`src/verilog/asmfd_defs.svh`:
```
// offsets, field positions and reset values of the monitor block
`ifndef ASMFD_DEFS_SVH
`define ASMFD_DEFS_SVH
// ----------------------------------------------------------------
// register offsets
// ----------------------------------------------------------------
`define ASMFD_SYNC_CTRL 9'h100
`define ASMFD_FD_CTRL 9'h104
`define ASMFD_COARSE 9'h105
`define ASMFD_FUT_LO 9'h106
`define ASMFD_FUT_HI 9'h107
`define ASMFD_FLT_LO 9'h108
`define ASMFD_FLT_HI 9'h109
`define ASMFD_DWELL_LO 9'h10A
`define ASMFD_DWELL_HI 9'h10B
`define ASMFD_DCC 9'h10C
`define ASMFD_DCA_LO 9'h10D
`define ASMFD_DCA_HI 9'h10E
`define ASMFD_DCB_LO 9'h10F
`define ASMFD_DCB_HI 9'h110
`define ASMFD_SPC 9'h111
`define ASMFD_SMC 9'h112
`define ASMFD_PER_0 9'h113
`define ASMFD_PER_1 9'h114
`define ASMFD_PER_2 9'h115
`define ASMFD_RES_0 9'h116
`define ASMFD_RES_1 9'h117
`define ASMFD_RES_2 9'h118
// ----------------------------------------------------------------
// field positions
// ----------------------------------------------------------------
`define ASMFD_SYNC_MASTER 0
`define ASMFD_SYNC_DIV 1
`define ASMFD_SYNC_ONCE 2
`define ASMFD_SYNC_MON 7
`define ASMFD_DCC_MON 0
`define ASMFD_DCC_PATH 1
`define ASMFD_DCC_FREEZE 6
`define ASMFD_SPC_EN 0
`define ASMFD_SPC_SLEEP 1
`define ASMFD_SPC_THR 4
`define ASMFD_SPC_PEAK 5
`define ASMFD_SPC_RMS 6
`define ASMFD_SMC_EN 0
`define ASMFD_SMC_MS 3
`define ASMFD_SMC_CPLX 7
// ----------------------------------------------------------------
// reset values and limits
// ----------------------------------------------------------------
`define ASMFD_SPC_RST 8'h04
`define ASMFD_PER_RST 24'h000040
`define ASMFD_K_MAX 4'hD
`define ASMFD_K_BASE 5'h0E
`endif

```
`src/verilog/asmfd_pkg.sv`:
```
// types shared by the monitor and fast-detect block
package asmfd_pkg;
    typedef enum logic [0:0] {SH_IDLE, SH_SHIFT} asmfd_ser_e;
    typedef logic [19:0] asmfd_res_t;
endpackage : asmfd_pkg

```
`src/verilog/asmfd_top.sv`:
```
// signal monitor, fast detect, dc correction and monitor serial port logic
`timescale 1ns/1ps
`include "asmfd_defs.svh"

// ----------------------------------------------------------------
// fifo
// ----------------------------------------------------------------
module asmfd_fifo #(
    parameter int WIDTH = 21,
    parameter int DEPTH = 8
) (
    // clock and reset
    input wire logic clk,
    input wire logic srst,
    // fill side
    input wire logic in_valid,
    output logic in_ready,
    input wire logic [WIDTH-1:0] in_data,
    // drain side
    output logic out_valid,
    input wire logic out_ready,
    output logic [WIDTH-1:0] out_data
);
    localparam int AW = $clog2(DEPTH);
    logic [WIDTH-1:0] mem [DEPTH];
    logic [AW-1:0] wp;
    logic [AW-1:0] rp;
    logic [AW:0] cnt;
    logic push;
    logic pop;

    if (DEPTH < 2 || (DEPTH & (DEPTH - 1)) != 0) begin : g_chk
        $error("fifo depth must be a power of two");
    end

    assign in_ready = (cnt != (AW+1)'(DEPTH));
    assign out_valid = (cnt != '0);
    assign out_data = mem[rp];
    assign push = in_valid && in_ready;
    assign pop = out_valid && out_ready;

    always_ff @(posedge clk) begin
        if (push) begin
            mem[wp] <= in_data;
        end
    end

    always_ff @(posedge clk) begin
        if (srst) begin
            wp <= '0;
            rp <= '0;
            cnt <= '0;
        end else begin
            if (push) wp <= wp + 1'b1;
            if (pop) rp <= rp + 1'b1;
            if (push && !pop) cnt <= cnt + 1'b1;
            else if (pop && !push) cnt <= cnt - 1'b1;
        end
    end
endmodule : asmfd_fifo

// ----------------------------------------------------------------
// top
// ----------------------------------------------------------------
module asmfd_top #(
    parameter int FIFO_DEPTH = 8
) (
    // clock and reset
    input wire logic CLK_SYS,
    input wire logic SRST,
    // register port from the serial control port
    input wire logic REG_WR,
    input wire logic REG_RD,
    input wire logic [8:0] REG_ADDR,
    input wire logic [7:0] REG_WDATA,
    output logic [7:0] REG_RDATA,
    // converter data and channel state
    input wire logic signed [9:0] ADC_A,
    input wire logic signed [9:0] ADC_B,
    input wire logic CH_A_ACTIVE,
    input wire logic CH_B_ACTIVE,
    input wire logic LVDS_INTERLEAVE,
    // sync pin and gated syncs
    input wire logic SYNC_IN,
    output logic DIV_SYNC,
    output logic MON_SYNC,
    // fast detect pins {b ig,fl,fu, a ig,fl,fu}
    output logic [5:0] FD_OUT,
    output logic FD_OE,
    // corrected data path
    output logic signed [10:0] CORR_A,
    output logic signed [10:0] CORR_B,
    // monitor serial port
    output logic MON_SCLK,
    output logic MON_SDO,
    output logic MON_FRAME
);
    localparam int FW = 21;

    if (FIFO_DEPTH < 4) begin : g_chk
        $error("fifo must hold the three words of one period");
    end

    logic [7:0] sc;
    logic [3:0] fdc;
    logic [2:0] coarse;
    logic [12:0] fut;
    logic [12:0] flt;
    logic [15:0] dwell;
    logic [6:0] dcc;
    logic [6:0] spc;
    logic [7:0] smc;
    logic [23:0] period;
    asmfd_pkg::asmfd_res_t result;
    logic [7:0] rd_mux;
    logic sync_m, sync_s, sync_d, sync_ev, div_once, mon_sync_ev;
    logic signed [9:0] adc [2];
    logic [9:0] mag [2];
    logic signed [39:0] acc [2];
    logic signed [13:0] dc14 [2];
    logic signed [9:0] dc10 [2];
    logic signed [10:0] s [2];
    logic signed [21:0] sq [2];
    logic [4:0] dc_sh;
    logic [15:0] dw [2];
    logic fu [2];
    logic fl [2];
    logic ig [2];
    logic fd_sel;
    logic [23:0] pcnt;
    logic [45:0] psum, sum_t;
    logic [9:0] pk, pk_t, tc, tc_t, amag;
    logic [21:0] p;
    logic [22:0] mean;
    logic [19:0] ms20, rms20, word_ms, word_mg;
    logic per_end;
    logic [2:0] pend;
    logic [9:0] word_pk, word_th;
    logic f_in_valid, f_in_ready, f_out_valid, f_out_ready;
    logic [FW-1:0] f_in_data, f_out_data;
    asmfd_pkg::asmfd_ser_e sh_state;
    logic [19:0] shreg;
    logic [4:0] bits;
    logic [1:0] dcnt, half;
    logic tick;

    function automatic logic [4:0] flog2(input logic [23:0] v);
        logic [4:0] r;
        r = 5'h00;
        for (int i = 0; i < 24; i++) begin
            if (v[i]) r = 5'(i);
        end
        return r;
    endfunction : flog2

    function automatic logic [11:0] isqrt(input logic [22:0] v);
        logic [11:0] r;
        logic [11:0] t;
        r = 12'h000;
        for (int i = 11; i >= 0; i--) begin
            t = r | (12'h001 << i);
            if (24'(t) * 24'(t) <= 24'(v)) r = t;
        end
        return r;
    endfunction : isqrt

    // ----------------------------------------------------------------
    // registers
    // ----------------------------------------------------------------
    always_ff @(posedge CLK_SYS) begin
        if (SRST) begin
            sc <= 8'h00;
            fdc <= 4'h0;
            coarse <= 3'h0;
            fut <= 13'h0000;
            flt <= 13'h0000;
            dwell <= 16'h0000;
            dcc <= 7'h00;
            spc <= 7'(`ASMFD_SPC_RST);
            smc <= 8'h00;
            period <= `ASMFD_PER_RST;
        end else begin
            if (div_once) sc[`ASMFD_SYNC_DIV] <= 1'b0;
            if (REG_WR) begin
                if (REG_ADDR == `ASMFD_SYNC_CTRL) sc <= {REG_WDATA[7], 4'h0, REG_WDATA[2:0]};
                else if (REG_ADDR == `ASMFD_FD_CTRL) fdc <= REG_WDATA[3:0];
                else if (REG_ADDR == `ASMFD_COARSE) coarse <= REG_WDATA[2:0];
                else if (REG_ADDR == `ASMFD_FUT_LO) fut[7:0] <= REG_WDATA;
                else if (REG_ADDR == `ASMFD_FUT_HI) fut[12:8] <= REG_WDATA[4:0];
                else if (REG_ADDR == `ASMFD_FLT_LO) flt[7:0] <= REG_WDATA;
                else if (REG_ADDR == `ASMFD_FLT_HI) flt[12:8] <= REG_WDATA[4:0];
                else if (REG_ADDR == `ASMFD_DWELL_LO) dwell[7:0] <= REG_WDATA;
                else if (REG_ADDR == `ASMFD_DWELL_HI) dwell[15:8] <= REG_WDATA;
                else if (REG_ADDR == `ASMFD_DCC) dcc <= REG_WDATA[6:0];
                else if (REG_ADDR == `ASMFD_SPC) spc <= REG_WDATA[6:0];
                else if (REG_ADDR == `ASMFD_SMC) smc <= {REG_WDATA[7], 3'h0, REG_WDATA[3:0]};
                else if (REG_ADDR == `ASMFD_PER_0) period[7:0] <= REG_WDATA;
                else if (REG_ADDR == `ASMFD_PER_1) period[15:8] <= REG_WDATA;
                else if (REG_ADDR == `ASMFD_PER_2) period[23:16] <= REG_WDATA;
            end
        end
    end

    always_comb begin
        if (REG_ADDR == `ASMFD_SYNC_CTRL) rd_mux = sc;
        else if (REG_ADDR == `ASMFD_FD_CTRL) rd_mux = {4'h0, fdc};
        else if (REG_ADDR == `ASMFD_COARSE) rd_mux = {5'h00, coarse};
        else if (REG_ADDR == `ASMFD_FUT_LO) rd_mux = fut[7:0];
        else if (REG_ADDR == `ASMFD_FUT_HI) rd_mux = {3'h0, fut[12:8]};
        else if (REG_ADDR == `ASMFD_FLT_LO) rd_mux = flt[7:0];
        else if (REG_ADDR == `ASMFD_FLT_HI) rd_mux = {3'h0, flt[12:8]};
        else if (REG_ADDR == `ASMFD_DWELL_LO) rd_mux = dwell[7:0];
        else if (REG_ADDR == `ASMFD_DWELL_HI) rd_mux = dwell[15:8];
        else if (REG_ADDR == `ASMFD_DCC) rd_mux = {1'b0, dcc};
        else if (REG_ADDR == `ASMFD_DCA_LO) rd_mux = dc14[0][7:0];
        else if (REG_ADDR == `ASMFD_DCA_HI) rd_mux = {2'h0, dc14[0][13:8]};
        else if (REG_ADDR == `ASMFD_DCB_LO) rd_mux = dc14[1][7:0];
        else if (REG_ADDR == `ASMFD_DCB_HI) rd_mux = {2'h0, dc14[1][13:8]};
        else if (REG_ADDR == `ASMFD_SPC) rd_mux = {1'b0, spc};
        else if (REG_ADDR == `ASMFD_SMC) rd_mux = smc;
        else if (REG_ADDR == `ASMFD_PER_0) rd_mux = period[7:0];
        else if (REG_ADDR == `ASMFD_PER_1) rd_mux = period[15:8];
        else if (REG_ADDR == `ASMFD_PER_2) rd_mux = period[23:16];
        else if (REG_ADDR == `ASMFD_RES_0) rd_mux = result[7:0];
        else if (REG_ADDR == `ASMFD_RES_1) rd_mux = result[15:8];
        else if (REG_ADDR == `ASMFD_RES_2) rd_mux = {4'h0, result[19:16]};
        else rd_mux = 8'h00;
    end

    always_ff @(posedge CLK_SYS) begin
        if (SRST) REG_RDATA <= 8'h00;
        else if (REG_RD) REG_RDATA <= rd_mux;
    end

    // ----------------------------------------------------------------
    // sync gating
    // ----------------------------------------------------------------
    always_ff @(posedge CLK_SYS) begin
        if (SRST) begin
            sync_m <= 1'b0;
            sync_s <= 1'b0;
            sync_d <= 1'b0;
        end else begin
            sync_m <= SYNC_IN;
            sync_s <= sync_m;
            sync_d <= sync_s;
        end
    end

    // one event per pin edge, however long the pin stays high
    assign sync_ev = sync_s && !sync_d;
    assign mon_sync_ev = sync_ev && sc[`ASMFD_SYNC_MASTER] && sc[`ASMFD_SYNC_MON];
    assign div_once = sync_ev && sc[`ASMFD_SYNC_MASTER] && sc[`ASMFD_SYNC_DIV]
        && sc[`ASMFD_SYNC_ONCE];

    always_ff @(posedge CLK_SYS) begin
        if (SRST) begin
            DIV_SYNC <= 1'b0;
            MON_SYNC <= 1'b0;
        end else begin
            DIV_SYNC <= sync_ev && sc[`ASMFD_SYNC_MASTER] && sc[`ASMFD_SYNC_DIV];
            MON_SYNC <= mon_sync_ev;
        end
    end

    // ----------------------------------------------------------------
    // magnitude, dc estimate and corrected samples
    // ----------------------------------------------------------------
    assign adc[0] = ADC_A;
    assign adc[1] = ADC_B;
    assign dc_sh = `ASMFD_K_BASE + 5'((dcc[5:2] > `ASMFD_K_MAX) ? `ASMFD_K_MAX : dcc[5:2]);

    always_comb begin
        for (int c = 0; c < 2; c++) begin
            mag[c] = adc[c][9] ? 10'(-adc[c]) : 10'(adc[c]);
            dc14[c] = 14'(acc[c] >>> (dc_sh - 5'h04));
            dc10[c] = 10'(dc14[c] >>> 4);
            s[c] = dcc[`ASMFD_DCC_MON] ? 11'(adc[c]) - 11'(dc10[c]) : 11'(adc[c]);
            sq[c] = s[c] * s[c];
        end
    end

    // first-order averager: the estimate carries 4 fraction bits below the lsb
    always_ff @(posedge CLK_SYS) begin
        for (int c = 0; c < 2; c++) begin
            if (SRST) acc[c] <= 40'h0000000000;
            else if (!dcc[`ASMFD_DCC_FREEZE])
                acc[c] <= acc[c] + 40'(adc[c]) - (acc[c] >>> dc_sh);
        end
    end

    always_ff @(posedge CLK_SYS) begin
        if (SRST) begin
            CORR_A <= 11'h000;
            CORR_B <= 11'h000;
        end else begin
            CORR_A <= dcc[`ASMFD_DCC_PATH] ? 11'(ADC_A) - 11'(dc10[0]) : 11'(ADC_A);
            CORR_B <= dcc[`ASMFD_DCC_PATH] ? 11'(ADC_B) - 11'(dc10[1]) : 11'(ADC_B);
        end
    end

    // ----------------------------------------------------------------
    // fast detect
    // ----------------------------------------------------------------
    always_ff @(posedge CLK_SYS) begin
        for (int c = 0; c < 2; c++) begin
            if (SRST) begin
                dw[c] <= 16'h0000;
                fu[c] <= 1'b0;
                fl[c] <= 1'b0;
                ig[c] <= 1'b0;
            end else begin
                fu[c] <= 13'(mag[c]) > fut;
                fl[c] <= 13'(mag[c]) < flt;
                if (13'(mag[c]) >= flt) dw[c] <= 16'h0000;
                else if (dw[c] != 16'hFFFF) dw[c] <= dw[c] + 16'h0001;
                ig[c] <= (13'(mag[c]) < flt) && (dw[c] >= dwell);
            end
        end
    end

    always_ff @(posedge CLK_SYS) begin
        if (SRST) begin
            fd_sel <= 1'b0;
            FD_OUT <= 6'h00;
            FD_OE <= 1'b0;
        end else begin
            fd_sel <= !fd_sel;
            if (LVDS_INTERLEAVE) begin
                // one live channel is repeated rather than interleaved with idle data
                if (CH_A_ACTIVE && (!CH_B_ACTIVE || !fd_sel))
                    FD_OUT <= {2{ig[0], fl[0], fu[0]}};
                else
                    FD_OUT <= {2{ig[1], fl[1], fu[1]}};
                FD_OE <= fdc[0] && (CH_A_ACTIVE || CH_B_ACTIVE);
            end else begin
                FD_OUT <= {ig[1], fl[1], fu[1], ig[0], fl[0], fu[0]};
                FD_OE <= fdc[0];
            end
        end
    end

    // ----------------------------------------------------------------
    // signal monitor
    // ----------------------------------------------------------------
    assign p = smc[`ASMFD_SMC_CPLX] ? 22'(sq[0]) + 22'(sq[1]) : 22'(sq[0]);
    assign amag = s[0][10] ? 10'(-s[0]) : 10'(s[0]);
    assign sum_t = psum + 46'(p);
    assign pk_t = (amag > pk) ? amag : pk;
    assign tc_t = ((13'(mag[0]) > fut) && (tc != 10'h3FF)) ? tc + 10'h001 : tc;
    // power-of-two divisor: exact only for power-of-two periods
    assign mean = 23'(sum_t >> flog2(period));
    assign ms20 = (mean > 23'h0FFFFF) ? 20'hFFFFF : mean[19:0];
    assign rms20 = 20'(isqrt(mean));
    assign word_ms = smc[`ASMFD_SMC_MS] ? ms20 : rms20;
    assign per_end = smc[`ASMFD_SMC_EN] && !mon_sync_ev
        && (25'(pcnt) + 25'h0000001 >= 25'(period));

    always_ff @(posedge CLK_SYS) begin
        if (SRST || !smc[`ASMFD_SMC_EN] || mon_sync_ev || per_end) begin
            pcnt <= 24'h000000;
            psum <= 46'h0;
            pk <= 10'h000;
            tc <= 10'h000;
        end else begin
            pcnt <= pcnt + 24'h000001;
            psum <= sum_t;
            pk <= pk_t;
            tc <= tc_t;
        end
    end

    always_ff @(posedge CLK_SYS) begin
        if (SRST) result <= 20'h00000;
        else if (per_end) begin
            if (smc[2:1] == 2'h0) result <= word_ms;
            else if (smc[2:1] == 2'h1) result <= 20'(pk_t);
            else result <= 20'(tc_t);
        end
    end

    // ----------------------------------------------------------------
    // monitor serial port
    // ----------------------------------------------------------------
    always_ff @(posedge CLK_SYS) begin
        if (SRST) begin
            pend <= 3'h0;
            word_pk <= 10'h000;
            word_th <= 10'h000;
            word_mg <= 20'h00000;
        end else if (per_end && spc[`ASMFD_SPC_EN]) begin
            pend <= {spc[`ASMFD_SPC_RMS], spc[`ASMFD_SPC_PEAK], spc[`ASMFD_SPC_THR]};
            word_pk <= pk_t;
            word_th <= tc_t;
            word_mg <= word_ms;
        end else if (f_in_valid && f_in_ready) begin
            // words leave in order magnitude, peak, crossing; a stalled fifo holds them back
            if (pend[2]) pend[2] <= 1'b0;
            else if (pend[1]) pend[1] <= 1'b0;
            else pend[0] <= 1'b0;
        end
    end

    assign f_in_valid = (pend != 3'h0);
    assign f_in_data = pend[2] ? {1'b1, word_mg} : {1'b0, (pend[1] ? word_pk : word_th), 10'h000};

    asmfd_fifo #(.WIDTH(FW), .DEPTH(FIFO_DEPTH)) u_fifo (
        .clk(CLK_SYS),
        .srst(SRST),
        .in_valid(f_in_valid),
        .in_ready(f_in_ready),
        .in_data(f_in_data),
        .out_valid(f_out_valid),
        .out_ready(f_out_ready),
        .out_data(f_out_data)
    );

    assign half = (spc[3:2] == 2'h3) ? 2'h3 : (spc[3:2] == 2'h2) ? 2'h1 : 2'h0;
    assign tick = (dcnt == half);
    assign f_out_ready = tick && MON_SCLK && (bits <= 5'h01);

    always_ff @(posedge CLK_SYS) begin
        if (SRST) begin
            dcnt <= 2'h0;
            MON_SCLK <= 1'b0;
            MON_SDO <= 1'b0;
            MON_FRAME <= 1'b0;
            shreg <= 20'h00000;
            bits <= 5'h00;
            sh_state <= asmfd_pkg::SH_IDLE;
        end else begin
            dcnt <= tick ? 2'h0 : dcnt + 2'h1;
            if (tick) begin
                if (sh_state == asmfd_pkg::SH_IDLE && !f_out_valid && !MON_SCLK
                    && spc[`ASMFD_SPC_SLEEP])
                    MON_SCLK <= 1'b0;
                else
                    MON_SCLK <= !MON_SCLK;
                if (MON_SCLK) begin
                    // data changes on the falling edge, receiver samples on the rising one
                    MON_FRAME <= 1'b0;
                    if (bits > 5'h01) begin
                        shreg <= {shreg[18:0], 1'b0};
                        MON_SDO <= shreg[18];
                        bits <= bits - 5'h01;
                    end else if (f_out_valid) begin
                        shreg <= f_out_data[19:0];
                        MON_SDO <= f_out_data[19];
                        MON_FRAME <= 1'b1;
                        bits <= f_out_data[20] ? 5'h14 : 5'h0A;
                        sh_state <= asmfd_pkg::SH_SHIFT;
                    end else begin
                        bits <= 5'h00;
                        MON_SDO <= 1'b0;
                        sh_state <= asmfd_pkg::SH_IDLE;
                    end
                end
            end
        end
    end
endmodule : asmfd_top

```
`config.mk`:
```
export PLATFORM = sky130hd
export DESIGN_NAME = asmfd_top
export DESIGN_NICKNAME = d
export VERILOG_FILES = /design/src/verilog/asmfd_pkg.sv /design/src/verilog/asmfd_top.sv
export VERILOG_INCLUDE_DIRS = /design/src /design/src/verilog
export SDC_FILE = /design/constraint.sdc
export NUM_CORES = 2
export LEC_CHECK = 0
export ABC_AREA = 1
export BUFFER_PORTS_ARGS = -buffer_cell sky130_fd_sc_hd__buf_2
export CORE_MARGIN = 2
export CORE_UTILIZATION = 55
export CTS_BUF_LIST = sky130_fd_sc_hd__clkbuf_8
export DETAILED_ROUTE_END_ITERATION = 8
export PLACE_DENSITY = 0.68
export SETUP_SLACK_MARGIN = 0.4
export SYNTH_ARGS = -nofsm -noshare
export SYNTH_HDL_FRONTEND = slang
export SYNTH_SLANG_ARGS = --single-unit
```
`constraint.sdc`:
```
create_clock -name CLK_SYS -period 116.9 [get_ports CLK_SYS]
set_clock_uncertainty 0.05 [all_clocks]
set_input_delay 0 -clock CLK_SYS [delete_from_list [all_inputs] [get_ports CLK_SYS]]
set_output_delay 0 -clock CLK_SYS [all_outputs]
set_load 0.02 [all_outputs]
```
### After elaboration in Yosys (flattened, before gate mapping)

Memories as Yosys holds them, arrays and structs flattened. A register that Yosys moved wholly into a read port is not among the register bits.
Cells that the tools add are included.

| word-level totals | value |
|---|---|
| bits in registers | 332 |
| RAM bits | 286 |
| input port bits | 45 |
| output and inout bits | 42 |
| word-level logic and storage cells | 379 |
| memories | 6 |

| operators by class | value |
|---|---|
| add/sub/neg operators | 24 |
| multipliers | 13 |
| magnitude comparators | 26 |
| eq/ne operators | 32 |
| shift-type cells | 5 |
| multiplexer cells | 134 |
| bitwise gates (word level) | 28 |
| reduce and logical (&&, ||, !) cells | 63 |

Memories:

| name | depth | width | rd ports | clocked after Yosys merged registers in | wr ports | line | source |
|---|---|---|---|---|---|---|---|
| u_fifo.mem | 8 | 21 | 1 | 1 | 1 | asmfd_top.sv:25 | `logic [WIDTH-1:0] mem [DEPTH];` |
| acc | 2 | 40 | 2 | 0 | 2 | asmfd_top.sv:119 | `logic signed [39:0] acc [2];` |
| dw | 2 | 16 | 2 | 0 | 2 | asmfd_top.sv:125 | `logic [15:0] dw [2];` |
| fl | 2 | 1 | 2 | 0 | 2 | asmfd_top.sv:127 | `logic fl [2];` |
| fu | 2 | 1 | 2 | 0 | 2 | asmfd_top.sv:126 | `logic fu [2];` |
| ig | 2 | 1 | 2 | 0 | 2 | asmfd_top.sv:128 | `logic ig [2];` |

Operator list:

| operator | count |
|---|---|
| $le 24x23->1 | 11 |
| $mul 12x12->24 | 11 |
| $eq 9x9->1 const B | 22 |
| $mux 8 | 22 |
| $mux 5 | 26 |
| $add 40x10->40 | 2 |
| $mux 10 | 8 |
| $mux 40 | 2 |
| $sshr 40x5->14 | 2 |
| $sshr 40x5->40 | 2 |
| $sub 40x40->40 | 2 |
| $mux 16 | 4 |
| $mux 20 | 3 |
| $mux 11 | 5 |
| $add 46x22->46 | 1 |
| $shr 46x5->23 | 1 |
| $mul 11x11->22 | 2 |
| $mux 1 | 39 |
| $mux 19 | 2 |
| $add 16x1->16 const B | 2 |
| $ge 16x16->1 | 2 |
| $ne 16x16->1 const B | 2 |
| $neg 10->10 | 3 |
| $ge 10x13->1 | 2 |
| other kinds (61) | 147 |

### Depth between registers and ports, before layout

| logic depth | value |
|---|---|
| word-level depth | 61 |
| depth in mapped cells | 363 |
| mapped depth without buffers | 355 |

### Modules after synthesis

From an unflattened synthesis, not the netlist that was laid out.

| second synthesis, totals | value |
|---|---|
| cell total of the unflattened synthesis | 8209 |
| area total of the unflattened synthesis | 64334.2 um2 |

Modules (own cells, without submodules):

| module | times used | cells each | area each (um2) | sequential area each (um2) |
|---|---|---|---|---|
| asmfd_top | 1 | 7602 | 57094.8 | 9929.5 |
| asmfd_fifo | 1 | 607 | 7239.4 | 5305.1 |

### Worst setup path after synthesis

OpenSTA, ideal clock, no wires.

| timing path | value |
|---|---|
| kind | register to register |
| start | register dcc[3] |
| end | register result[0] |
| library setup time | 119 ps |
| data arrival time | 63076 ps |
| data required time | 116731 ps |
| setup slack | 53656 ps |
| stages on the path, launching flop included | 332 |
| buffers on the path | 10 |
| clock period less this slack | 63244 ps |
| cells stage by stage | dfxtp_1 > nand3_1 > nand2_1 > clkbuf_1 > clkbuf_1 > clkbuf_1 > ha_1 > clkbuf_1 > inv_1 > nor2_1 > nor2_1 > inv_1 > buf_2 > clkbuf_1 > clkbuf_1 > nand2_1 > a32o_1 > ha_1 > [296 not listed] > nand3_1 > nand2_1 > nand3_1 > nand2_1 > inv_1 > o21ai_0 > xor2_1 > ha_1 > nand2_1 > nor2_1 > nand2_1 > nor4_1 > a211oi_1 > a31oi_1 > nand2_1 > o21ai_0 > nor2_1 > o221a_2 |

| on the way | value |
|---|---|
| word-level cells in the longest chain between the ends | 49 |
| elaborated cells on any way between the ends | 60 |
| those cells by class | add/sub (7); mul (13); order compare (15); shift (3); mux (22) |

RTL lines:

| what | line | source |
|---|---|---|
| start: declaration | asmfd_top.sv:110 | `logic [6:0] dcc;` |
| start signal: assignment | asmfd_top.sv:194 | `` else if (REG_ADDR == `ASMFD_DCC) dcc <= REG_WDATA[6:0]; `` |
| $gt 4x4->1 (no source line) | n/a |  |
| $mux 4 (*) | asmfd_top.sv:271 | `` assign dc_sh = `ASMFD_K_BASE + 5'((dcc[5:2] > `ASMFD_K_MAX) ? `ASMFD_K_MAX : dcc[5:2]); `` |
| $add 4x4->5 (no source line) (*) | n/a |  |
| $sub 5x3->5 (*) | asmfd_top.sv:276 | `dc14[c] = 14'(acc[c] >>> (dc_sh - 5'h04));` |
| $sshr 40x5->14 | asmfd_top.sv:276 |  |
| $sub 10x10->11 | asmfd_top.sv:278 | `` s[c] = dcc[`ASMFD_DCC_MON] ? 11'(adc[c]) - 11'(dc10[c]) : 11'(adc[c]); `` |
| $mux 11 | asmfd_top.sv:278 |  |
| $mul 11x11->22 | asmfd_top.sv:279 | `sq[c] = s[c] * s[c];` |
| [33 not listed] | n/a |  |
| $mul 12x12->24 | asmfd_top.sv:162 | `if (24'(t) * 24'(t) <= 24'(v)) r = t;` |
| $le 24x23->1 | asmfd_top.sv:162 |  |
| $mux 2 | asmfd_top.sv:162 |  |
| $mul 12x12->24 | asmfd_top.sv:162 |  |
| $le 24x23->1 | asmfd_top.sv:162 |  |
| $mux 1 | asmfd_top.sv:162 |  |
| $mux 20 | asmfd_top.sv:355 | `` assign word_ms = smc[`ASMFD_SMC_MS] ? ms20 : rms20; `` |
| $mux 20 (*) | asmfd_top.sv:376 | `if (smc[2:1] == 2'h0) result <= word_ms;` |
| end signal: assignment | asmfd_top.sv:376 |  |
| end signal: assignment | asmfd_top.sv:377 | `else if (smc[2:1] == 2'h1) result <= 20'(pk_t);` |
| end signal: assignment | asmfd_top.sv:378 | `else result <= 20'(tc_t);` |
| end: declaration | asmfd_top.sv:114 | `asmfd_pkg::asmfd_res_t result;` |

Mark *: on every way between the ends. The rest lies on a longest branch, timed or not.
A chain may end at the register's enable or synchronous reset.

### Worst setup path in the final report

| timing path | value |
|---|---|
| start | register dcc[4] |
| end | register result[0] |

The elaborated chain is that of the path after synthesis.

==> summary.txt <==
Outcome
  – Status: completed

Yosys
  – Async set-reset flop share out of synthesis: 0
  – Multiplexer share of the synthesized area: 0.00257
  – Number of synthesized flops with an enable pin: 280
  – Post-synthesis simple-gate area fraction: 0.183
  – Mapped Cells: 8589
  – Post-Synth Adder-Cell Area: 0.292
  – Post-Synth XOR/XNOR Area: 0.0358
  – Synth Flop Type: dfxtp_1
  – Largest family of logic cells by synthesized area: adder cells
  – Synth Cell Area: 0.0662 mm2
  – Avg Inst Size Synth: 7.71 um2
  – Compound-cell area share of the yosys netlist: 0.156
  – Seq cells post-synth: 621
  – Mapped Nets: 9872
  – Library cells used by synthesis: 78
  – Post-synthesis sequential area ratio: 0.230
  – Ys Warns: 0

Critical path
  – Worst Reg-to-Reg Cells: 324
  – Critical Path Start Type: flop
  – Data arrival time of the critical path: 73.30 ns
  – CP dominant cell by count: ha_1
  – WS Path Type: reg -> reg
  – Worst path required time: 117.58 ns
  – CP Capture Type: flop
  – Crit-path max cell delay: 0.73 ns
  – Critical path's slowest cell: nor2_1
  – Worst-path fanout max: 56

GRT
  – Vias in the first global route: 56854
  – GR Util All Layers: 0.333
  – Initial antenna violation count: 11
  – Pin count of the biggest net entering global routing: 102
  – GRT overflow: 0
  – First-pass GRT wire length: 320000 um

Hold path
  – Hold Path Class: in -> reg
  – Hold Path Depth: 4

Timing
  – Fin Setup TNS: 0 ns
  – Final Hold Fails: 0
  – Setup-failing EPs final: 0
  – Slew Viols, Final: 0
  – Period utilization: 0.621
  – Fmax achieved: 0.0138 GHz
  – Worst Tran Pin Value: 1.37 ns
  – Worst hold slack: 0.0857 ns
  – Relative slew slack: 0.0751
  – Final worst path period need: 72.62 ns
  – Unrepaired setup endpoints after global routing: no

Routing
  – Routed length on met2: 90400 um
  – Drc violations: 0
  – M1 WL: 90300 um
  – Via density: 5.71
  – DR top layer: met5
  – DR WL/cell: 19.8 um
  – Routed WL: 205000 um
  – WL met3: 16400 um
  – Drt pass-1 iters: 7
  – ANT nets after route: 0
  – 1st-iter DRT viols: 5812
  – Vias: 59113

Die
  – Die Span X: 351 um
  – # rows: 127
  – Starting Density: 0.553
  – Area of the core: 0.120 mm2
  – Die Span Y: 351 um
  – Total I/O pin count: 87
  – Die area: 0.123 mm2

Cells and area
  – FF+latch area: 0.0152 mm2
  – Design area: 0.0712 mm2
  – Fill cells: 11111
  – Most common cell after layout, fill and taps aside: inv_1
  – Most frequent cells in the layout: inv_1, nand2_1, nor2_1
  – Nets: 9912
  – Layout cells sized above 1: 0.0567
  – Layout area overhead: 7.50%
  – Area of the multi-input gates: 0.0444 mm2

Clocking
  – Sink Count: 621
  – CTS Root Cell: clkbuf_8
  – Clock Path Buffers: 3
  – Hold-fix buffers, CTS: 59
  – Post-cts sizing count: 0
  – TritonCTS clock tree: yes
  – Clock transition at path regs: 0.07 ns
  – Num CTS Buffers: 109
  – Skew-Pair Late Insertion Delay: 0.87 ns
  – H-tree lvl count: 3
  – Postcts setup bufs: 0

Placement
  – Final GP Congestion: 1.00
  – I/O Buffers: 86
  – DP Area: 0.0682 mm2
  – HPWL Detailed: 160000 um

Flow run
  – Max-cap violations: 0
-- registers in the layout, indices dropped and copies added (netlist names), 11 cells and up, named ones only --
signal,count
u_fifo.mem,168
acc,80
psum,46
dw,32
pcnt,24
period,24
result,20
word_mg,20
shreg,19
dwell,16
flt,13
fut,13
CORR_A,11
CORR_B,11
-- cell families after synthesis --
| kind of cell | count (synthesis) |
|---|---|
| xor+xnor | 270 |
| compound gates | 1836 |
| fa+ha+maj | 1238 |
| mux | 17 |
| buf+inv | 1765 |
| simple gates | 2842 |
| flops | 621 |
-- worst max-delay path, delay by kind of cell (launching register included) --
family,cells,cell delay (ns)
AO/OA/AOI/OAI,65,11.11
XOR/XNOR,17,2.52
adder cells (fa/ha/maj),82,31.12
buffers and inverters,47,6.60
flip-flops,1,0.43
AND/OR/NAND/NOR,113,20.48
-- path summary, 6_finish.rpt --
| path | to | slack (ns) | startpoint |
|---|---|---|---|
| min reg2reg | sync_s$_SDFF_PP0_ | 0.35 | sync_m$_SDFF_PP0_ |
| max reg2reg | result[0]$_SDFFE_PP0P_ | 44.28 | dcc[4]$_SDFFE_PP0P_ |
| max | result[0]$_SDFFE_PP0P_ | 44.28 | dcc[4]$_SDFFE_PP0P_ |
| min | CORR_B[0]$_SDFF_PP0_ | 0.09 | ADC_B[0] |
-- Yosys cell counts (all sizes together) (2+ instances only) --
library cell  number  area, um2
a22oi              4       30.0
a21o              24        180
mux2i             17        170
o41ai              3       26.3
nor4b              2       17.5
a2111oi            3       26.3
o211ai            56        420
buf               66        343
a211oi            47        353
nand4             45        288
dfxtp            341       6830
ha               731       9150
nor3              97        495
nor4              29        181
a31oi             63        394
o22ai             43        269
clkbuf           224        841
nor3b             11       82.6
nand2           1365       5240
o21ai            801       4020
a21oi            614       3110
nand3            450       2370
o31ai             15        113
a32o               5       50.1
and3               5       31.3
edfxtp           280       8410
o21bai            31        248
a221oi            14        123
xor2             193       1700
o221ai            53        464
inv             1463       5500
fa               507      10100
xnor2             77        674
and2               5       31.3
nand3b             7       52.6
a21boi             6       45.0
o21a              38        285
nor2             788       3060
or2               34        213
o2111ai            9       78.8
clkinv            12       45.0
a31o               2       17.5
-- final cells by class --
type	count	share of cell area
diodes	6	0.000211
clock buffers	134	0.0259
clock inverters	74	0.00774
inverters	1475	0.0779
multi-input cells	6203	0.624
flip-flops and latches	621	0.214
well taps	1612	0.0283
repair buffers	219	0.0222
-- routing by layer --
layer / vias up / track usage
li1: 28356 / -
met1: 28062 / 0.471
met2: 2294 / 0.517
met3: 393 / 0.0475
met4: 8 / 0.119
met5: - / 0
-- metrics by stage --
step                      utilization  worst slack [ns]  instances
after floorplan                     -             53.66       8589
after global placement          0.570             47.03      10071
after detailed placement        0.570             45.14      10071
after CTS                       0.595             44.93      10338
after global routing            0.595             38.94      10341
final                           0.595             44.28      10344
Power is not shown: default switching activity piles up to over one toggle a cycle in this logic, so the estimate is an artifact.
